File: config.mk
export PLATFORM = sky130hd
export DESIGN_NAME = lmso_top
export DESIGN_NICKNAME = d
export VERILOG_FILES = /design/src/lmso_pkg.sv /design/src/lmso_out_stage.sv /design/src/lmso_top.sv
export SDC_FILE = /design/constraint.sdc
export NUM_CORES = 1
export LEC_CHECK = 0
export BUFFER_PORTS_ARGS = -buffer_cell sky130_fd_sc_hd__buf_2
export CAP_MARGIN = 20
export CORE_ASPECT_RATIO = 0.6
export CORE_MARGIN = 5
export CORE_UTILIZATION = 35
export DETAILED_ROUTE_END_ITERATION = 6
export HOLD_SLACK_MARGIN = 0.15
export PLACE_DENSITY = 0.53
export SLEW_MARGIN = 0
export SYNTH_ARGS = -nofsm -noshare
export SYNTH_HDL_FRONTEND = slang
export SYNTH_SLANG_ARGS = --single-unit
export TNS_END_PERCENT = 50
File: constraint.sdc
create_clock -name clock -period 7.7 [get_ports clock]
set_input_delay 1.54 -clock clock [delete_from_list [all_inputs] [get_ports clock]]
set_output_delay 1.54 -clock clock [all_outputs]
set_load 0.05 [all_outputs]
File: src/lmso_pkg.sv
// Purpose: shared constants for the limit monitor and switching outputs
// Assumes: axi4-lite slave, 32-bit data, byte addresses
// Notes:   all offsets are word aligned
package lmso_pkg;
	localparam int VAL_W = 32;
	localparam int CNT_W = 8;

	// register byte offsets
	localparam logic [7:0] OFF_CTRL     = 8'h00;
	localparam logic [7:0] OFF_LOWER    = 8'h04;
	localparam logic [7:0] OFF_UPPER    = 8'h08;
	localparam logic [7:0] OFF_EDGES    = 8'h0c;
	localparam logic [7:0] OFF_NETMODE  = 8'h10;
	localparam logic [7:0] OFF_STATUS   = 8'h14;
	localparam logic [7:0] OFF_INTMASK  = 8'h18;
	localparam logic [7:0] OFF_OUTSTATE = 8'h1c;
	localparam logic [7:0] OFF_CMDDATA  = 8'h20;

	// control field positions
	localparam int CTRL_SRC1_LSB  = 0;
	localparam int CTRL_SRC2_LSB  = 4;
	localparam int CTRL_DRV1_LSB  = 8;
	localparam int CTRL_DRV2_LSB  = 10;
	localparam int CTRL_SEL_LSB   = 12;
	localparam int CTRL_MASTER    = 15;

	localparam logic [31:0] CTRL_RST  = 32'h0000_0000;
	localparam logic [31:0] LOWER_RST = 32'h0000_0000;
	localparam logic [31:0] UPPER_RST = 32'h7fff_ffff;
	localparam logic [7:0]  EDGES_RST = 8'h02;

	localparam logic [1:0] RESP_OKAY   = 2'b00;
	localparam logic [1:0] RESP_SLVERR = 2'b10;

	// status bits
	localparam int ST_MERR = 0;
	localparam int ST_LOW  = 1;
	localparam int ST_UP   = 2;
	localparam int ST_EDGE = 3;
	localparam int ST_CMD  = 4;

	typedef enum logic [2:0] {
		SRC_MEAS_ERR,
		SRC_NONE,
		SRC_LOWER,
		SRC_UPPER,
		SRC_EITHER,
		SRC_EDGES
	} lmso_src_t;

	typedef enum logic [1:0] {
		DRV_LOW_SIDE,
		DRV_HIGH_SIDE,
		DRV_PUSH_PULL,
		DRV_PUSH_PULL_INV
	} lmso_drv_t;

	typedef enum logic [1:0] {
		SEL_EDGE_A,
		SEL_EDGE_B,
		SEL_DIFF,
		SEL_CENTRE
	} lmso_sel_t;
endpackage

File: src/lmso_out_stage.sv
// Purpose: one switching output, source select and drive style
// Assumes: evaluation pulse once per measurement cycle
// Notes:   output flip-flops hold between evaluations
`timescale 1ns/1ps
module lmso_out_stage
	import lmso_pkg::*;
(
	input  wire logic              clock,
	input  wire logic              nrst,
	input  wire logic              evalEn,
	input  wire lmso_pkg::lmso_src_t src,
	input  wire lmso_pkg::lmso_drv_t drv,
	input  wire logic [3:0]        cond,
	output logic                   active,
	output logic                   pinOut,
	output logic                   pinOe
);
	logic actNxt;

	always_comb begin
		case (src)
			SRC_MEAS_ERR: actNxt = cond[0];
			SRC_LOWER:    actNxt = cond[1];
			SRC_UPPER:    actNxt = cond[2];
			SRC_EITHER:   actNxt = cond[1] | cond[2];
			SRC_EDGES:    actNxt = cond[3];
			default:      actNxt = 1'b0;
		endcase
	end

	always_ff @(posedge clock or negedge nrst) begin
		if (!nrst) begin
			active <= 1'b0;
			pinOut <= 1'b0;
			pinOe  <= 1'b0;
		end else if (evalEn) begin
			active <= actNxt;
			case (drv)
				DRV_LOW_SIDE: begin
					pinOut <= 1'b0;
					pinOe  <= actNxt;
				end
				DRV_HIGH_SIDE: begin
					pinOut <= 1'b1;
					pinOe  <= actNxt;
				end
				DRV_PUSH_PULL: begin
					pinOut <= actNxt;
					pinOe  <= 1'b1;
				end
				default: begin
					pinOut <= ~actNxt;
					pinOe  <= 1'b1;
				end
			endcase
		end
	end
endmodule

File: src/lmso_top.sv
// Purpose: limit monitoring and two switching outputs with axi4-lite registers
// Assumes: one measurement result per measValid pulse
// Notes:   network mode takes effect only at restart
//
// Functional notes
// network mode change waits for restart
// serial commands accepted in both modes
// each output picks one event source
// measurement error on too few edges
// lower flag when value below lower
// upper flag when value above upper
// either flag on any limit violation
// edge flag below expected edge count
// one value, one lower, one upper
// value chosen from program results
// mastered value used when mastering active
// four drive styles per output
// evaluate once per cycle, then hold
//
// Register access over AXI4-Lite and the address map are this design's own decisions.
`timescale 1ns/1ps
module lmso_top
	import lmso_pkg::*;
#(
	parameter int VW = VAL_W,
	parameter int CW = CNT_W
) (
	input  wire logic              clock,
	input  wire logic              nrst,
	// measurement results
	input  wire logic              measValid,
	input  wire logic              singleEdgeProg,
	input  wire logic signed [VW-1:0] edgeA,
	input  wire logic signed [VW-1:0] edgeB,
	input  wire logic signed [VW-1:0] masterOffset,
	input  wire logic [CW-1:0]     edgesFound,
	input  wire logic [CW-1:0]     edgesNeeded,
	// serial command byte stream
	input  wire logic              cmdValid,
	input  wire logic [7:0]        cmdByte,
	// network mode
	output logic                   netFieldbus,
	// switching outputs
	output logic [1:0]             swOut,
	output logic [1:0]             swOe,
	output logic                   irq,
	// axi4-lite
	input  wire logic [7:0]        s_axi_awaddr,
	input  wire logic              s_axi_awvalid,
	output logic                   s_axi_awready,
	input  wire logic [31:0]       s_axi_wdata,
	input  wire logic [3:0]        s_axi_wstrb,
	input  wire logic              s_axi_wvalid,
	output logic                   s_axi_wready,
	output logic [1:0]             s_axi_bresp,
	output logic                   s_axi_bvalid,
	input  wire logic              s_axi_bready,
	input  wire logic [7:0]        s_axi_araddr,
	input  wire logic              s_axi_arvalid,
	output logic                   s_axi_arready,
	output logic [31:0]            s_axi_rdata,
	output logic [1:0]             s_axi_rresp,
	output logic                   s_axi_rvalid,
	input  wire logic              s_axi_rready
);
	// ****************************************************
	// registers
	// ****************************************************
	logic [31:0]          ctrl_r;
	logic signed [VW-1:0] lower_r;
	logic signed [VW-1:0] upper_r;
	logic [CW-1:0]        edgesExp_r;
	logic                 netPending_r = 1'b0;
	logic [4:0]           status_r;
	logic [4:0]           mask_r;
	logic [7:0]           cmdData_r;
	logic [3:0]           cond_r;
	logic [1:0]           active;
	logic                 netBoot_r;

	// ****************************************************
	// axi4-lite write path
	// ****************************************************
	logic [7:0]  awAddr_r;
	logic [31:0] wData_r;
	logic [3:0]  wStrb_r;
	logic        awHave_r;
	logic        wHave_r;
	logic        doWrite;
	logic        wrHit;

	assign doWrite = awHave_r & wHave_r & ~s_axi_bvalid;

	always_comb begin
		case (awAddr_r)
			OFF_CTRL, OFF_LOWER, OFF_UPPER, OFF_EDGES,
			OFF_NETMODE, OFF_INTMASK: wrHit = 1'b1;
			default:                  wrHit = 1'b0;
		endcase
	end

	always_ff @(posedge clock or negedge nrst) begin
		if (!nrst) begin
			awHave_r      <= 1'b0;
			wHave_r       <= 1'b0;
			awAddr_r      <= 8'h00;
			wData_r       <= 32'h0000_0000;
			wStrb_r       <= 4'h0;
			s_axi_awready <= 1'b1;
			s_axi_wready  <= 1'b1;
			s_axi_bvalid  <= 1'b0;
			s_axi_bresp   <= RESP_OKAY;
		end else begin
			if (s_axi_awvalid && s_axi_awready) begin
				awHave_r      <= 1'b1;
				awAddr_r      <= s_axi_awaddr;
				s_axi_awready <= 1'b0;
			end
			if (s_axi_wvalid && s_axi_wready) begin
				wHave_r      <= 1'b1;
				wData_r      <= s_axi_wdata;
				wStrb_r      <= s_axi_wstrb;
				s_axi_wready <= 1'b0;
			end
			if (doWrite) begin
				awHave_r     <= 1'b0;
				wHave_r      <= 1'b0;
				s_axi_bvalid <= 1'b1;
				s_axi_bresp  <= wrHit ? RESP_OKAY : RESP_SLVERR;
			end
			if (s_axi_bvalid && s_axi_bready) begin
				s_axi_bvalid  <= 1'b0;
				s_axi_awready <= 1'b1;
				s_axi_wready  <= 1'b1;
			end
		end
	end

	function automatic logic [31:0] mergeBytes(input logic [31:0] old,
		input logic [31:0] data, input logic [3:0] strb);
		logic [31:0] res;
		res = old;
		for (int i = 0; i < 4; i++) begin
			if (strb[i]) begin
				res[i*8 +: 8] = data[i*8 +: 8];
			end
		end
		return res;
	endfunction

	always_ff @(posedge clock or negedge nrst) begin
		if (!nrst) begin
			ctrl_r       <= CTRL_RST;
			lower_r      <= VW'(LOWER_RST);
			upper_r      <= VW'(UPPER_RST);
			edgesExp_r   <= CW'(EDGES_RST);
			mask_r       <= 5'h00;
		end else if (doWrite) begin
			case (awAddr_r)
				OFF_CTRL:    ctrl_r <= mergeBytes(ctrl_r, wData_r, wStrb_r);
				OFF_LOWER:   lower_r <= VW'(mergeBytes(32'(lower_r), wData_r, wStrb_r));
				OFF_UPPER:   upper_r <= VW'(mergeBytes(32'(upper_r), wData_r, wStrb_r));
				OFF_EDGES:   if (wStrb_r[0]) edgesExp_r <= CW'(wData_r);
				OFF_INTMASK: if (wStrb_r[0]) mask_r <= wData_r[4:0];
				default:     ;
			endcase
		end
	end

	// the pending mode is the stored setting: it must survive a restart, so nrst leaves it alone
	always_ff @(posedge clock) begin
		if (doWrite && awAddr_r == OFF_NETMODE && wStrb_r[0]) begin
			netPending_r <= wData_r[0];
		end
	end

	// running mode is caught once after reset release and held
	logic bootDone_r;
	always_ff @(posedge clock or negedge nrst) begin
		if (!nrst) begin
			bootDone_r <= 1'b0;
			netBoot_r  <= 1'b0;
		end else if (!bootDone_r) begin
			bootDone_r <= 1'b1;
			netBoot_r  <= netPending_r;
		end
	end
	assign netFieldbus = netBoot_r;

	// ****************************************************
	// serial commands, independent of network mode
	// ****************************************************
	always_ff @(posedge clock or negedge nrst) begin
		if (!nrst) begin
			cmdData_r <= 8'h00;
		end else if (cmdValid) begin
			cmdData_r <= cmdByte;
		end
	end

	// ****************************************************
	// limit evaluation
	// ****************************************************
	logic signed [VW-1:0] selVal;
	logic signed [VW-1:0] monVal;
	logic [3:0]           condNxt;
	logic                 evalEn_r;
	logic [VW:0]          sumAB;

	// one extra bit so the centre of two far edges does not wrap
	assign sumAB = {edgeA[VW-1], edgeA} + {edgeB[VW-1], edgeB};

	always_comb begin
		if (singleEdgeProg) begin
			selVal = edgeA;
		end else begin
			case (lmso_sel_t'(ctrl_r[CTRL_SEL_LSB +: 2]))
				SEL_EDGE_A: selVal = edgeA;
				SEL_EDGE_B: selVal = edgeB;
				SEL_DIFF:   selVal = VW'(edgeB - edgeA);
				default:    selVal = sumAB[VW:1];
			endcase
		end

		monVal = ctrl_r[CTRL_MASTER] ? VW'(selVal - masterOffset) : selVal;
		condNxt[0] = (edgesFound < edgesNeeded) || (edgesFound == '0);
		condNxt[1] = !condNxt[0] && (monVal < lower_r);
		condNxt[2] = !condNxt[0] && (monVal > upper_r);
		condNxt[3] = edgesFound < edgesExp_r;
	end

	always_ff @(posedge clock or negedge nrst) begin
		if (!nrst) begin
			cond_r   <= 4'h0;
			evalEn_r <= 1'b0;
		end else begin
			evalEn_r <= measValid;
			if (measValid) begin
				cond_r <= condNxt;
			end
		end
	end

	// ****************************************************
	// switching outputs
	// ****************************************************
	logic [1:0] pinOutW;
	logic [1:0] pinOeW;
	for (genvar g = 0; g < 2; g++) begin : gOut
		lmso_out_stage uStage (
			.clock  (clock),
			.nrst   (nrst),
			.evalEn (evalEn_r),
			.src    (lmso_src_t'(ctrl_r[(g*4) +: 3])),
			.drv    (lmso_drv_t'(ctrl_r[(CTRL_DRV1_LSB + g*2) +: 2])),
			.cond   (cond_r),
			.active (active[g]),
			.pinOut (pinOutW[g]),
			.pinOe  (pinOeW[g])
		);
	end
	assign swOut = pinOutW;
	assign swOe  = pinOeW;

	// ****************************************************
	// interrupt status, read clears
	// ****************************************************
	logic rdStatus;
	logic [4:0] evt;
	assign rdStatus = s_axi_arvalid && s_axi_arready && s_axi_araddr == OFF_STATUS;
	assign evt = {cmdValid, evalEn_r ? {cond_r[3], cond_r[2], cond_r[1], cond_r[0]} : 4'h0};

	always_ff @(posedge clock or negedge nrst) begin
		if (!nrst) begin
			status_r <= 5'h00;
			irq      <= 1'b0;
		end else begin
			// set wins over the read clear
			status_r <= (rdStatus ? 5'h00 : status_r) | evt;
			irq      <= |(((rdStatus ? 5'h00 : status_r) | evt) & mask_r);
		end
	end

	// ****************************************************
	// axi4-lite read path
	// ****************************************************
	always_ff @(posedge clock or negedge nrst) begin
		if (!nrst) begin
			s_axi_arready <= 1'b1;
			s_axi_rvalid  <= 1'b0;
			s_axi_rdata   <= 32'h0000_0000;
			s_axi_rresp   <= RESP_OKAY;
		end else if (s_axi_arvalid && s_axi_arready) begin
			s_axi_arready <= 1'b0;
			s_axi_rvalid  <= 1'b1;
			s_axi_rresp   <= RESP_OKAY;
			case (s_axi_araddr)
				OFF_CTRL:     s_axi_rdata <= ctrl_r;
				OFF_LOWER:    s_axi_rdata <= 32'(lower_r);
				OFF_UPPER:    s_axi_rdata <= 32'(upper_r);
				OFF_EDGES:    s_axi_rdata <= 32'(edgesExp_r);
				OFF_NETMODE:  s_axi_rdata <= {30'h0, netBoot_r, netPending_r};
				OFF_STATUS:   s_axi_rdata <= {27'h0, status_r | evt};
				OFF_INTMASK:  s_axi_rdata <= {27'h0, mask_r};
				OFF_OUTSTATE: s_axi_rdata <= {24'h0, cond_r, swOe, active};
				OFF_CMDDATA:  s_axi_rdata <= {24'h0, cmdData_r};
				default: begin
					s_axi_rdata <= 32'h0000_0000;
					s_axi_rresp <= RESP_SLVERR;
				end
			endcase
		end else if (s_axi_rvalid && s_axi_rready) begin
			s_axi_rvalid  <= 1'b0;
			s_axi_arready <= 1'b1;
		end
	end
endmodule

# Word level (Yosys, flattened, before mapping)
# Index checks and enable logic that the tools add are counted.
[word_totals]
regBits = 224
[classes]
order_cmp = 4
n_eq_ne = 27
muxes = 29
reduce_logical = 45
add_sub_neg = 3
n_bitwise = 9
[ops]
columns = ["operator", "n"]
rows = [
  ["$pmux W32 S9", 1],
  ["$pmux W32 S3", 1],
  ["$mux W32", 2],
  ["$sub A32 B32 Y32", 2],
  ["$eq A8 B5 Y1 const B", 6],
  ["$reduce_and A3 Y1", 14],
  ["$add A32 B32 Y33", 1],
  ["$eq A8 B4 Y1 const B", 4],
  ["$gt A32 B32 Y1", 1],
  ["$lt A32 B32 Y1", 1],
  ["$logic_not A8 Y1", 3],
  ["$mux W1", 17],
  ["$eq A8 B3 Y1 const B", 2],
  ["$lt A8 B8 Y1", 2],
  ["$eq A3 B2 Y1 const B", 4],
  ["$eq A3 B3 Y1 const B", 4],
  ["$reduce_bool A2 Y1", 6],
  ["$logic_and A1 B1 Y1", 10],
  ["$or A5 B5 Y5", 2],
  ["$pmux W1 S5", 2],
  ["$reduce_or A9 Y1", 1],
  ["$eq A8 B6 Y1 const B", 1],
  ["$eq A2 B1 Y1 const B", 3],
  ["$eq A2 B2 Y1 const B", 3],
  ["15 further kinds", 24],
]

# Depth between registers and ports, before layout
# Gate-level depths: netlist of the first run.
[logic_depth]
word_depth = 7
ltp_mapped = 35

# Cells and area by module
# A second synthesis of the first run with hierarchy kept.
[hier_totals]
hier_cells = 2027
area_unflattened_um2 = 17738.3
[modules_own_cells]
columns = ["module", "area_per_inst_um2", "n_inst", "cells_per_inst", "seq_area_each_um2"]
rows = [
  ["lmso_top", 17312.9, 1, 1973, 5454.0],
  ["lmso_out_stage", 212.7, 2, 27, 75.1],
]

# Worst setup path after synthesis of the first run
# Ideal clock, no wire load.
[synth_timing]
path_kind = "input-to-reg"
startpoint = "input port edgeA[6]"
endpoint = "register cond_r[2]"
arrival_time_ps = 7451
path_stages = 33
t_required_ps = 7599
slack_ps = 148
setup_time_ps = 101
path_cell_list = "inv_1 > ha_1 > buf_6 > or3_1 > or3_4 > a21oi_2 > o211a_1 > nor2_1 > o21bai_1 > xnor2_1 > a21oi_1 > a2bb2oi_1 > o21a_1 > ha_1 > clkbuf_1 > a21oi_1 > o211ai_1 > a221o_1 > o2bb2ai_1 > a41o_1 > a221o_1 > a21o_1 > a21oi_1 > xnor2_1 > mux2_2 > ha_1 > nand4_1 > nor2_1 > nand2_1 > nor4_1 > o21ai_0 > and4_1 > o32ai_1"
[synth_via]
elab_chain_cells = 7
[synth_rtl]
columns = ["element", "line_no", "text"]
rows = [
  ["start: declaration", "lmso_top.sv:33", "input wire logic signed [VW-1:0] edgeA,"],
  ["$add A32 B32 Y33 or $sub A32 B32 Y32 (tied branches)", "lmso_top.sv:211, lmso_top.sv:220", ""],
  ["$pmux W32 S3", "lmso_top.sv:217", "case (lmso_sel_t'(ctrl_r[CTRL_SEL_LSB +: 2]))"],
  ["$mux W32 *", "lmso_top.sv:214", "if (singleEdgeProg) begin"],
  ["$sub A32 B32 Y32", "lmso_top.sv:225", "monVal = ctrl_r[CTRL_MASTER] ? VW'(selVal - masterOffset) : selVal;"],
  ["$mux W32 *", "lmso_top.sv:225", ""],
  ["$gt A32 B32 Y1 *", "lmso_top.sv:228", "condNxt[2] = !condNxt[0] && (monVal > upper_r);"],
  ["$logic_and A1 B1 Y1 *", "lmso_top.sv:228", ""],
  ["end signal: assignment", "lmso_top.sv:239", "cond_r <= condNxt;"],
  ["end: declaration", "lmso_top.sv:77", "logic [3:0] cond_r;"],
]
# Mark *: on every way between the ends. The rest lies on a longest branch, timed or not.
# A chain may end at the register's enable or synchronous reset.

# Worst setup path after layout of the first run
[layout_timing]
startpoint = "input port edgeA[8]"
endpoint = "register cond_r[2]"
# The elaborated chain is that of the path after synthesis.

==> implementation parameters, run 1 <==
Parameter                              Value

Status
  Violations in the final reports ... DRC
  Result of the run ... finished, violations left

Synthesis
  Synthesized cell area ... between 15000 and 20000 µm²
  Dominant cells by area after synthesis ... sky130_fd_sc_hd__dfrtp_1 27%, sky130_fd_sc_hd__ha_1 12%, sky130_fd_sc_hd__mux2_2 9.6%, sky130_fd_sc_hd__dfstp_2 5.3%, sky130_fd_sc_hd__inv_1 4.2%
  Yosys reg bits ... ~220
  Mapped Cells ... 1953
  Top cell type by total area after synthesis ... sky130_fd_sc_hd__dfrtp_1
  Share of async-settable or async-resettable flops after synthesis ... 0.995
  Synthesized area divided by synthesized cell count ... 8.91 µm²
  Number of different library cells in the post-synthesis netlist ... between 80 and 90
  Most frequent cells after synthesis ... 195 x sky130_fd_sc_hd__inv_1, 186 x sky130_fd_sc_hd__dfrtp_1, 171 x sky130_fd_sc_hd__ha_1
  Share of synthesized area occupied by flip-flops and latches ... 0.322
  Fraction of synthesized cell area taken by the top area cell type ... 0.267
  Flip-flop cell with the highest count after synthesis ... sky130_fd_sc_hd__dfrtp_1
  Synthesis Warnings ... 0
  Cell with the most instances after synthesis ... sky130_fd_sc_hd__inv_1
  EDFF count, synth ... 1

Worst setup path
  Startpoint kind of the worst setup timing path ... primary input
  Data arrival at the endpoint of the critical path ... 7940 ps
  Required time worst endpoint ... between 8000 and 9000 ps
  Setup Crit Path Kind ... primary input to register
  Cell occurring most often along the worst timing path ... sky130_fd_sc_hd__ha_4
  Largest incremental delay on the critical path ... about 420 ps
  Endpoint type of the worst setup path ... register
  Maximum fanout along the worst path ... 3
  Slowest stage cell, crit path ... sky130_fd_sc_hd__a221o_1

Timing
  Hold violation count in the final report ... 0
  Final setup slack of the worst path ... 176 ps
  Final critical-path required period ... roughly 7500 ps
  Slew of the pin with the lowest slew margin ... between 1000 and 1500 ps
  Final total negative setup slack ... 0 ps
  Normalized max-slew margin ... 0.219
  Upper clock frequency limit ... ~130 MHz
  Number of max-slew violations in the final report ... 0
  Worst setup skew after layout ... approximately 17 ps
  Portion of the clock cycle consumed by the worst path in the final layout ... 0.977
  Total setup violations reported at the end of the flow ... 0

Clock network
  Clock buffer count from CTS ... 22
  CTS Root Cell ... sky130_fd_sc_hd__clkbuf_16
  Clock tree from TritonCTS ... built
  Clock-pin slew on the worst setup and hold paths ... around 60 ps
  Hold Buf Count CTS ... 0
  H-tree lvl count ... 1
  Later-pin clock latency in the skew report ... 520 ps
  Clock sink total ... ~220
  Buffers from clock root to sink, at most ... 3

Routing
  DR vias/cell ... about 5.4
  Routed wirelength normalized by instance count ... between 20 and 25 µm
  Total via count after detailed routing ... approximately 17000
  Antenna-violating nets left ... 0
  Drc violations ... 29
  DRT Wirelength ... roughly 63 mm
  Router iterations before antenna repair ... 7
  First DRT Iteration DRCs ... about 1200

Global route
  Antenna violations before repair ... 3
  Overall fraction of global-route tracks in use ... 0.219
  Met3 usage in global routing ... 0.0433
  Vias in the first global route ... between 15000 and 20000
  Wire length of the first global-routing pass ... ~95 mm
  GRT met1 Usage ... 0.333
  Grt total ovfl ... 0
  Largest net degree at the start of global routing ... 102
  GR Util met2 ... 0.330
  Most Used Layer, Global Route ... met1

Flow run
  Count of max-cap constraint violations ... 0

Cells and area
  Fraction of layout instances using a drive strength above 1 ... 0.346
  P&R area growth vs syn ... 30.4%
  Total area of multi-input combinational cells ... 11200 µm²
  Count of nets after finishing ... ~2800
  Sequential Area ... 5610 µm²
  Filler Cells Inserted ... about 4800

Floorplan
  Area of the die ... around 54000 µm²
  Horiz. Die Dim ... approximately 300 µm
  Overall die height ... 183 µm
  Io pins ... 229
  Std-Cell Core Area ... between 40000 and 50000 µm²
  # rows ... between 60 and 70
  Initial core utilization ... 0.353

Pwr
  Total power after layout ... 4.73 mW
  Static power due to leakage ... 10.6 nW
  Power per Cell Area ... 208 nW/µm²
  Peak VDD IR ... about 0.16 mV

Placement
  Buffers on Ports ... 226
  Post-detailed-placement half-perimeter wirelength ... approximately 50 mm
  Routability congestion estimate from global placement ... a little over 0.9
  Placement Setup Slack ... -901 ps

Hold path
  Hold crit path type ... register to register
[logic make-up after synthesis]
family | Yosys count | synth area share
xor+xnor | 78 | 0.0392
flops | 222 | 0.322
fa+ha+maj | 174 | 0.126
mux | 162 | 0.105
simple gates | 446 | 0.121
other cells | 2 | 0.000431
compound gates | 594 | 0.225
buf+inv | 275 | 0.0614
[per-layer routing]
layer | share of wire | up-vias
li1 | - | 8041
met1 | 0.50 | 8094
met2 | 0.43 | 460
met3 | 0.065 | 57
met4 | 0.014 | 0
met5 | 0 | -
[per-stage QoR]
stage / instances / instance area (µm²) / hold WS, ps / util
floorplan: 1954 / 17400 / 462 / -
finish: 3110 / 22700 / 472 / 0.461
global placement: 3052 / 21300 / 463 / 0.433
detailed placement: 3053 / 21300 / 469 / 0.433
global route: 3109 / 22700 / 504 / 0.461
CTS: 3093 / 22200 / 484 / 0.450
[placed cells by master, fill, tap and decap left out, types with 12 or more instances in the layout]
cell and count:
sky130_fd_sc_hd__buf_4 317, sky130_fd_sc_hd__buf_2 220, sky130_fd_sc_hd__inv_1 188, sky130_fd_sc_hd__dfrtp_1 184
sky130_fd_sc_hd__nand2_1 161, sky130_fd_sc_hd__ha_1 156, sky130_fd_sc_hd__mux2_2 148, sky130_fd_sc_hd__o21ai_0 133
sky130_fd_sc_hd__a21oi_1 132, sky130_fd_sc_hd__nor2_1 100, sky130_fd_sc_hd__xnor2_1 61, sky130_fd_sc_hd__a21o_1 54
sky130_fd_sc_hd__dfstp_2 35, sky130_fd_sc_hd__nand2b_1 29, sky130_fd_sc_hd__nand3_1 25, sky130_fd_sc_hd__a222oi_1 25
sky130_fd_sc_hd__o21ai_1 24, sky130_fd_sc_hd__clkbuf_16 23, sky130_fd_sc_hd__o21bai_1 21, sky130_fd_sc_hd__nor3_1 21
sky130_fd_sc_hd__a31oi_1 19, sky130_fd_sc_hd__nand4_1 18, sky130_fd_sc_hd__o21a_1 18, sky130_fd_sc_hd__a22oi_1 17
sky130_fd_sc_hd__nor2b_1 16, sky130_fd_sc_hd__xor2_1 16, sky130_fd_sc_hd__nor4_1 14, sky130_fd_sc_hd__a211oi_1 13
sky130_fd_sc_hd__a221oi_1 13, sky130_fd_sc_hd__mux2i_1 12, sky130_fd_sc_hd__o211ai_1 12, sky130_fd_sc_hd__ha_4 12
[cell type report]
class / instances / share of cell area
Clock buffer: 32 / 0.0286
Antenna cell: 2 / 0.000220
Multi-Input combinational cell: 1457 / 0.494
Sequential cell: 222 / 0.247
Inverter: 195 / 0.0325
Tap cell: 650 / 0.0358
Timing Repair Buffer: 544 / 0.157
Clock inverter: 8 / 0.00524
[where the power goes]
part | switching (mW) | leakage [nW] | internal, mW
clock network | 0.473 | 0.381 | 0.688
logic | 1.01 | 7.41 | 0.912
registers | 0.243 | 2.78 | 1.41
total | 1.72 | 10.6 | 3.01
[timing repair]
item	4_1_cts	5_1_grt
pin swaps	5	58
setup buffers	0	14
gates resized for setup	11	89
gates cloned	0	0
endpoints found under the setup margin	2	2
[sequential cells by signal, summed over array words and instances (netlist names), 2 cells and up]
name / cells
wData_r: 32
edgesExp_r: 8
gOut.uStage.pinOe: 2
awAddr_r: 8
wStrb_r: 4
upper_r: 32
gOut.uStage.active: 2
status_r: 5
gOut.uStage.pinOut: 2
cond_r: 4
lower_r: 32
s_axi_rdata: 32
mask_r: 5
cmdData_r: 8
ctrl_r: 32
[path summary, 6_finish.rpt]
kind / from / endpoint / slack [ps] / depth (start not counted)
setup / recovery: edgeA[8] / cond_r[2] / 180 / 33
hold / removal: s_axi_rdata[10] / s_axi_rdata[10] / 470 / 2
setup reg to reg: ctrl_r[12] / cond_r[2] / 1010 / 27
hold reg to reg: s_axi_rdata[10] / s_axi_rdata[10] / 470 / 2
max in group asynchronous: nrst / s_axi_rdata[28] / 5290 / 2
min in group asynchronous: nrst / cmdData_r[6] / 1040 / 1
[worst max-delay path, delay by kind of cell]
| kind | cells | cell delay, ps |
|---|---|---|
| AO/OA/AOI/OAI | 16 | 3350 |
| AND/OR/NAND/NOR | 8 | 1630 |
| adder cells (fa/ha/maj) | 3 | 690 |
| buffers and inverters | 3 | 290 |
| multiplexers | 1 | 280 |
| XOR/XNOR | 2 | 160 |
No activity file was read; power rests on OpenSTA's default activity.
==> run 2: changes to the inputs <==
- clock period: 7.7 -> 8.5 ns (I/O delays scaled with it)
==> run 2 against run 1 <==
Against the previous run: the run now ends clean; clock-buffer cell count down 1; combinational power shrank 21%; setup slack better by 230 ps; critical path depth did not move; non-clock buffer count shrank 222; sequential power decreased by 9.7%; register-to-register slack better by 800 ps; power shrank 14%; die area stayed put; final cell count decreased by 7.2%; largest cell class unchanged.
==> implementation parameters, run 2 (synthesis gave the netlist of run 1 again) <==
Parameter                              Value

Status
  Result of the run ... completed

Routing
  Routed wirelength normalized by instance count ... 21.0 µm (+4.2%)
  Drc violations ... 0 (-100%)
  DRT Wirelength ... 60.8 mm (-3.3%)
  M1 wire length ... 30.7 mm (-1.1%)
  DR vias/cell ... 5.48 (+2.3%)
  Detail Route met3 WL ... 3.85 mm (-5.7%)
  Top metal layer carrying routed signals ... met5
  Router iterations before antenna repair ... 7 (unchanged)
  Total via count after detailed routing ... 15800 (-5.0%)
  First DRT Iteration DRCs ... 1352 (+8.4%)
  DR WL met2 ... 25.2 mm (-5.9%)
  Antenna-violating nets left ... 0 (unchanged)

Clock network
  Hold Buf Count CTS ... 0 (unchanged)
  CTS Root Cell ... sky130_fd_sc_hd__clkbuf_16
  Clock tree from TritonCTS ... built
  Buffers from clock root to sink, at most ... 3 (unchanged)
  H-tree lvl count ... 1 (unchanged)
  Clock-pin slew on the worst setup and hold paths ... 70 ps (about the same)
  Clock buffer count from CTS ... 22 (unchanged)
  Clock sink total ... 222 (unchanged)
  Count of buffers added by post-CTS timing repair for setup ... 0 (unchanged)
  Later-pin clock latency in the skew report ... 520 ps (about the same)

Placement
  DP Cell Count ... 2843 (-6.9%)
  Routability congestion estimate from global placement ... 0.931 (+0.90%)
  Post-detailed-placement half-perimeter wirelength ... 48.0 mm (-4.1%)
  Buffers on Ports ... 226 (unchanged)

Timing
  Upper clock frequency limit ... roughly 120 MHz
  Hold violation count in the final report ... 0 (unchanged)
  Setup repair after global routing missed its margin ... no
  Final total negative setup slack ... 0 ps (unchanged)
  Normalized max-slew margin ... 0.263 (+0.0440)
  Total setup violations reported at the end of the flow ... 0 (unchanged)
  Slew of the pin with the lowest slew margin ... 1100 ps (-56.3 ps)
  Final critical-path required period ... ~8100 ps
  Portion of the clock cycle consumed by the worst path in the final layout ... 0.952
  Number of max-slew violations in the final report ... 0 (unchanged)
  Worst setup skew after layout ... 10.1 ps (-6.95 ps)
  Tightest hold margin ... 472 ps (+0.0820 ps)

Floorplan
  Io pins ... 229 (unchanged)
  Std-Cell Core Area ... 49300 µm² (unchanged)
  Overall die height ... 183 µm (unchanged)
  Area of the die ... 54500 µm² (unchanged)
  # rows ... 63 (unchanged)
  Horiz. Die Dim ... 298 µm (unchanged)
  Initial core utilization ... 0.353 (unchanged)

Hold path
  Count of cells along the worst hold path ... 2 (unchanged)
  End point of the most critical hold path ... s_axi_rdata[7]
  Startpoint of the most critical hold path ... s_axi_rdata[7]
  Hold crit path type ... register to register

Worst setup path
  Data arrival at the endpoint of the critical path ... 8510 ps (+570 ps)
  Largest incremental delay on the critical path ... 410 ps (about the same)
  Worst-case register-to-register setup slack ... 1810 ps (+800 ps)
  Required time worst endpoint ... 8920 ps (+810 ps)
  Reg-to-Reg Start ... ctrl_r[12]
  Setup Crit Path Kind ... primary input to register
  Worst reg2reg path depth ... 27 (unchanged)
  Slowest stage cell, crit path ... sky130_fd_sc_hd__or3_1
  Startpoint kind of the worst setup timing path ... primary input
  Endpoint of the lowest-slack register-to-register path ... cond_r[2]
  Maximum fanout along the worst path ... 7 (+4)
  Endpoint type of the worst setup path ... register

Cells and area
  P&R area growth vs syn ... 18.3%
  Count of nets after finishing ... 2576 (-7.9%)
  Filler Cells Inserted ... 4919 (+2.9%)
  Non-filler instance count after layout ... 2887 (-7.2%)
  Commonest non-fill, non-tap cells in the layout ... 225 x sky130_fd_sc_hd__buf_2, 195 x sky130_fd_sc_hd__inv_1, 184 x sky130_fd_sc_hd__dfrtp_1, 171 x sky130_fd_sc_hd__ha_1, 163 x sky130_fd_sc_hd__nand2_1
  Fraction of layout instances using a drive strength above 1 ... 0.253 (-0.0927)
  Most frequent standard cell in the layout excluding fill and tap cells ... sky130_fd_sc_hd__buf_2

Pwr
  Total power after layout ... 4.05 mW (-14%)
  Power per Cell Area ... 197 nW/µm² (-5.5%)
  Peak VDD IR ... 0.139 mV (-13%)
  Static power due to leakage ... 9.44 nW (-11%)

Global route
  Wire length of the first global-routing pass ... 93.1 mm (-2.0%)
  Grt total ovfl ... 0 (unchanged)
  Largest net degree at the start of global routing ... 78 (-24%)
  Antenna violations before repair ... 3 (unchanged)
  Vias in the first global route ... 15600 (-4.3%)
  Overall fraction of global-route tracks in use ... 0.215 (-0.00394)

Flow run
  Count of max-cap constraint violations ... 0 (unchanged)
-- run 2: metal layers --
| metal | up-vias | global-route usage |
|---|---|---|
| li1 | 7599 | - |
| met1 | 7664 | 0.334 |
| met2 | 493 | 0.318 |
| met3 | 63 | 0.0389 |
| met4 | 2 | 0.0328 |
| met5 | - | 0 |
-- run 2: critical path, delay by kind of cell --
family	cells	cell delay, ps
simple gates	8	1720
fa+ha+maj	3	970
xor+xnor	2	210
compound gates	16	3350
mux	1	280
buf+inv	3	300
-- run 2: stage by stage --
step	area, µm²	setup WS, ps	util
after floorplan	17400	788	-
after global placement	19700	124	0.401
after detailed placement	19800	-21.8	0.401
after CTS	20500	508	0.417
after global routing	20600	12.1	0.418
final	20600	409	0.418
-- run 2: worst max-delay path by stage --
stage / from / endpoint / slack [ps] / cells past startpoint
2_1_floorplan: edgeA[6] / cond_r[2] / 790 / 33
3_3_place_gp: edgeA[10] / cond_r[2] / 120 / 32
3_5_place_dp: edgeA[6] / cond_r[2] / -20 / 33
4_1_cts: edgeA[6] / cond_r[2] / 510 / 33
5_1_grt: edgeB[0] / cond_r[2] / 10 / 34
6_report: edgeA[6] / cond_r[2] / 410 / 33
-- run 2: area by class of cell --
class / instances / area, µm² / share of cell area
Multi-Input combinational cell: 1457 / 10800 / 0.523
Sequential cell: 222 / 5610 / 0.272
Timing Repair Buffer: 322 / 1900 / 0.0923
Tap cell: 650 / 813 / 0.0395
Inverter: 195 / 732 / 0.0355
Clock buffer: 31 / 646 / 0.0314
Clock inverter: 9 / 124 / 0.00602
Antenna cell: 1 / 2.50 / 0.000122
-- run 2: what timing repair did --
action / CTS / global route
gates resized for setup: 0 / 1
setup endpoints to repair: 0 / 2
endpoints found under the hold margin: 0 / 0
-- run 2: power by group --
group,switching [mW],internal [mW]
Clock,0.430,0.622
Sequential,0.219,1.27
Combinational,0.843,0.666
Total,1.49,2.56
==> run 3: changes to the inputs <==
- CORE_ASPECT_RATIO: 0.6 -> unset
- CTS_BUF_LIST: unset -> sky130_fd_sc_hd__clkbuf_4 sky130_fd_sc_hd__clkbuf_8 sky130_fd_sc_hd__clkbuf_16
==> run 3 against run 2 <==
Against the previous run: worst hold slack gained 4.5 ps; sequential power is essentially flat; routed wire length shrank 1.4%; largest cell class unchanged; critical path type unchanged; die area shrank 0.27%; clock skew shrank 1.2 ps; register-to-register slack gained 260 ps; final cell count shrank 1.2%.
==> implementation parameters, run 3 (synthesis gave the netlist of run 1 again) <==
Parameter                              Value

Timing
  Slew of the pin with the lowest slew margin ... 1130 ps (+25.5 ps)
  Number of max-slew violations in the final report ... 0 (unchanged)
  Normalized max-slew margin ... 0.246 (-0.0170)
  Total setup violations reported at the end of the flow ... 0 (unchanged)
  Worst setup skew after layout ... 8.95 ps (-1.17 ps)
  Upper clock frequency limit ... 126 MHz (+1.8%)
  Portion of the clock cycle consumed by the worst path in the final layout ... 0.935 (-0.0168)
  Hold violation count in the final report ... 0 (unchanged)
  Final critical-path required period ... 7950 ps (-143 ps)

Global route
  Wire length of the first global-routing pass ... 92.1 mm (-1.1%)
  Largest net degree at the start of global routing ... 92 (+18%)
  Antenna violations before repair ... 6 (+3)
  Overall fraction of global-route tracks in use ... 0.215 (-0.000622)
  Vias in the first global route ... 15900 (+2.0%)
  Grt total ovfl ... 0 (unchanged)

Floorplan
  Overall die height ... 233 µm (+28%)
  # rows ... 81 (+29%)
  Io pins ... 229 (unchanged)
  Horiz. Die Dim ... 233 µm (-22%)
  Area of the die ... 54300 µm² (-0.27%)
  Std-Cell Core Area ... 49100 µm² (-0.43%)
  Initial core utilization ... 0.355 (+0.00154)

Clock network
  Later-pin clock latency in the skew report ... 530 ps (about the same)
  CTS Root Cell ... sky130_fd_sc_hd__clkbuf_16
  Clock buffer count from CTS ... 23 (+4.5%)
  Clock-pin slew on the worst setup and hold paths ... 60 ps (about the same)
  Hold Buf Count CTS ... 0 (unchanged)
  Clock tree from TritonCTS ... built
  Buffers from clock root to sink, at most ... 3 (unchanged)
  H-tree lvl count ... 1 (unchanged)
  Clock sink total ... 222 (unchanged)

Cells and area
  Fraction of layout instances using a drive strength above 1 ... 0.239 (-0.0142)
  Non-filler instance count after layout ... 2852 (-1.2%)
  Most frequent standard cell in the layout excluding fill and tap cells ... sky130_fd_sc_hd__buf_2
  Filler Cells Inserted ... 4986 (+1.4%)
  Final instance area ... 20200 µm² (-1.9%)
  End-of-flow core utilization ... 0.412 (-0.00601)
  Commonest non-fill, non-tap cells in the layout ... 225 x sky130_fd_sc_hd__buf_2, 195 x sky130_fd_sc_hd__inv_1, 184 x sky130_fd_sc_hd__dfrtp_1, 171 x sky130_fd_sc_hd__ha_1, 163 x sky130_fd_sc_hd__nand2_1
  Count of nets after finishing ... 2524 (-2.0%)
  P&R area growth vs syn ... 16.1%

Flow run
  Count of max-cap constraint violations ... 0 (unchanged)

Routing
  DRT Wirelength ... 59.9 mm (-1.4%)
  Antenna-violating nets left ... 0 (unchanged)
  Drc violations ... 0 (unchanged)
  DR vias/cell ... 5.47 (-0.10%)
  First DRT Iteration DRCs ... 1370 (+1.3%)
  Routed wirelength normalized by instance count ... 21.0 µm (-0.18%)
  Router iterations before antenna repair ... 7 (unchanged)
  Total via count after detailed routing ... 15600 (-1.3%)

Worst setup path
  Slowest stage cell, crit path ... sky130_fd_sc_hd__a2111oi_4
  Required time worst endpoint ... 8920 ps (about the same)
  Maximum fanout along the worst path ... 4 (-3)
  Setup Crit Path Kind ... primary input to register
  Largest incremental delay on the critical path ... 620 ps (+210 ps)
  Data arrival at the endpoint of the critical path ... 8370 ps (-140 ps)
  Startpoint kind of the worst setup timing path ... primary input
  Endpoint type of the worst setup path ... register

Placement
  Routability congestion estimate from global placement ... 0.934 (+0.37%)
  Post-Place Cell Area ... 19400 µm² (-1.9%)
  Post-detailed-placement half-perimeter wirelength ... 46.8 mm (-2.4%)
  DP Cell Count ... 2804 (-1.4%)
  Buffers on Ports ... 226 (unchanged)

Pwr
  Clock group share of total power ... 0.258 (-0.002)
  Power per Cell Area ... 196 nW/µm² (-0.57%)
  Combinational Power Share ... 0.363 (-0.009)
  Peak VDD IR ... 0.171 mV (+23%)
  Switch Pwr ... 1.47 mW (-1.2%)
  Switching share of power ... 0.373 (+0.00455)
  Static power due to leakage ... 9.18 nW (-2.8%)
  Internal power ... 2.48 mW (-3.1%)
  Sequential cell fraction of total power ... 0.379 (+0.011)

Status
  Result of the run ... completed

Hold path
  Hold crit path type ... register to register
## run 3: changes by cell type in the layout (fill, tap and decap cells not counted), moves of 2 or more
cell and delta:
sky130_fd_sc_hd__buf_4 -52, sky130_fd_sc_hd__bufinv_16 -2, sky130_fd_sc_hd__clkbuf_1 -4, sky130_fd_sc_hd__clkbuf_4 +5, sky130_fd_sc_hd__clkinvlp_4 +3, sky130_fd_sc_hd__diode_2 +2
## run 3: power by group through the flow
stage	registers [mW]	logic, mW	clock network, mW
2_1_floorplan	1.46	0.986	0
3_3_place_gp	1.51	1.41	0
3_5_place_dp	1.52	1.43	0
4_1_cts	1.50	1.44	1.05
5_1_grt	1.53	1.60	1.08
6_report	1.50	1.44	1.02
## run 3: metal layers
layer / up-vias / wire length, µm / global-route usage / share of wire
li1: 7489 / - / - / -
met5: - / 34 / 0 / 0.00057
met1: 7598 / 27500 / 0.299 / 0.46
met2: 440 / 27200 / 0.349 / 0.45
met4: 6 / 1520 / 0.0543 / 0.025
met3: 80 / 3670 / 0.0358 / 0.061
## run 3: final cells by class
cell class / instances / area [µm²] / area share
clock buffer: 32 / 668 / 0.0331
inverter: 195 / 732 / 0.0362
multi-input combinational: 1457 / 10800 / 0.534
clock inverter: 10 / 90.1 / 0.00446
tap: 664 / 831 / 0.0411
timing repair buffer: 269 / 1480 / 0.0733
antenna: 3 / 7.51 / 0.000372
sequential: 222 / 5610 / 0.277
## run 3: worst paths after layout
kind	from	end	slack, ps	cells after the start
max	edgeA[0]	cond_r[2]	550	33
min	s_axi_rdata[2]	s_axi_rdata[2]	480	1
max reg2reg	ctrl_r[12]	cond_r[2]	2070	23
min reg2reg	s_axi_rdata[2]	s_axi_rdata[2]	480	1
max in group asynchronous	nrst	ctrl_r[13]	5790	2
min in group asynchronous	nrst	wData_r[26]	1180	1
## run 3: worst max-delay path, delay by kind of cell
kind	cells	cell delay, ps
adder cells (fa/ha/maj)	4	1070
multiplexers	1	310
buffers and inverters	2	190
AO/OA/AOI/OAI	16	3610
XOR/XNOR	2	230
AND/OR/NAND/NOR	8	1270
## run 3: stage by stage
stage | hold slack [ps] | power [mW] | worst slack [ps] | setup TNS [ps]
after CTS | 480 | 3.98 | 461 | 0
after global placement | 459 | 2.92 | 148 | 0
after detailed placement | 461 | 2.94 | -38.8 | -38.8
after floorplan | 462 | 2.45 | 788 | 0
final | 477 | 3.96 | 551 | 0
after global routing | 496 | 4.21 | -7.66 | -7.66
## run 3: repair_timing
action / 4_1_cts / 5_1_grt
setup endpoints to repair: 0 / 1
buffers inserted: 0 / 1
gates resized for setup: 0 / 3
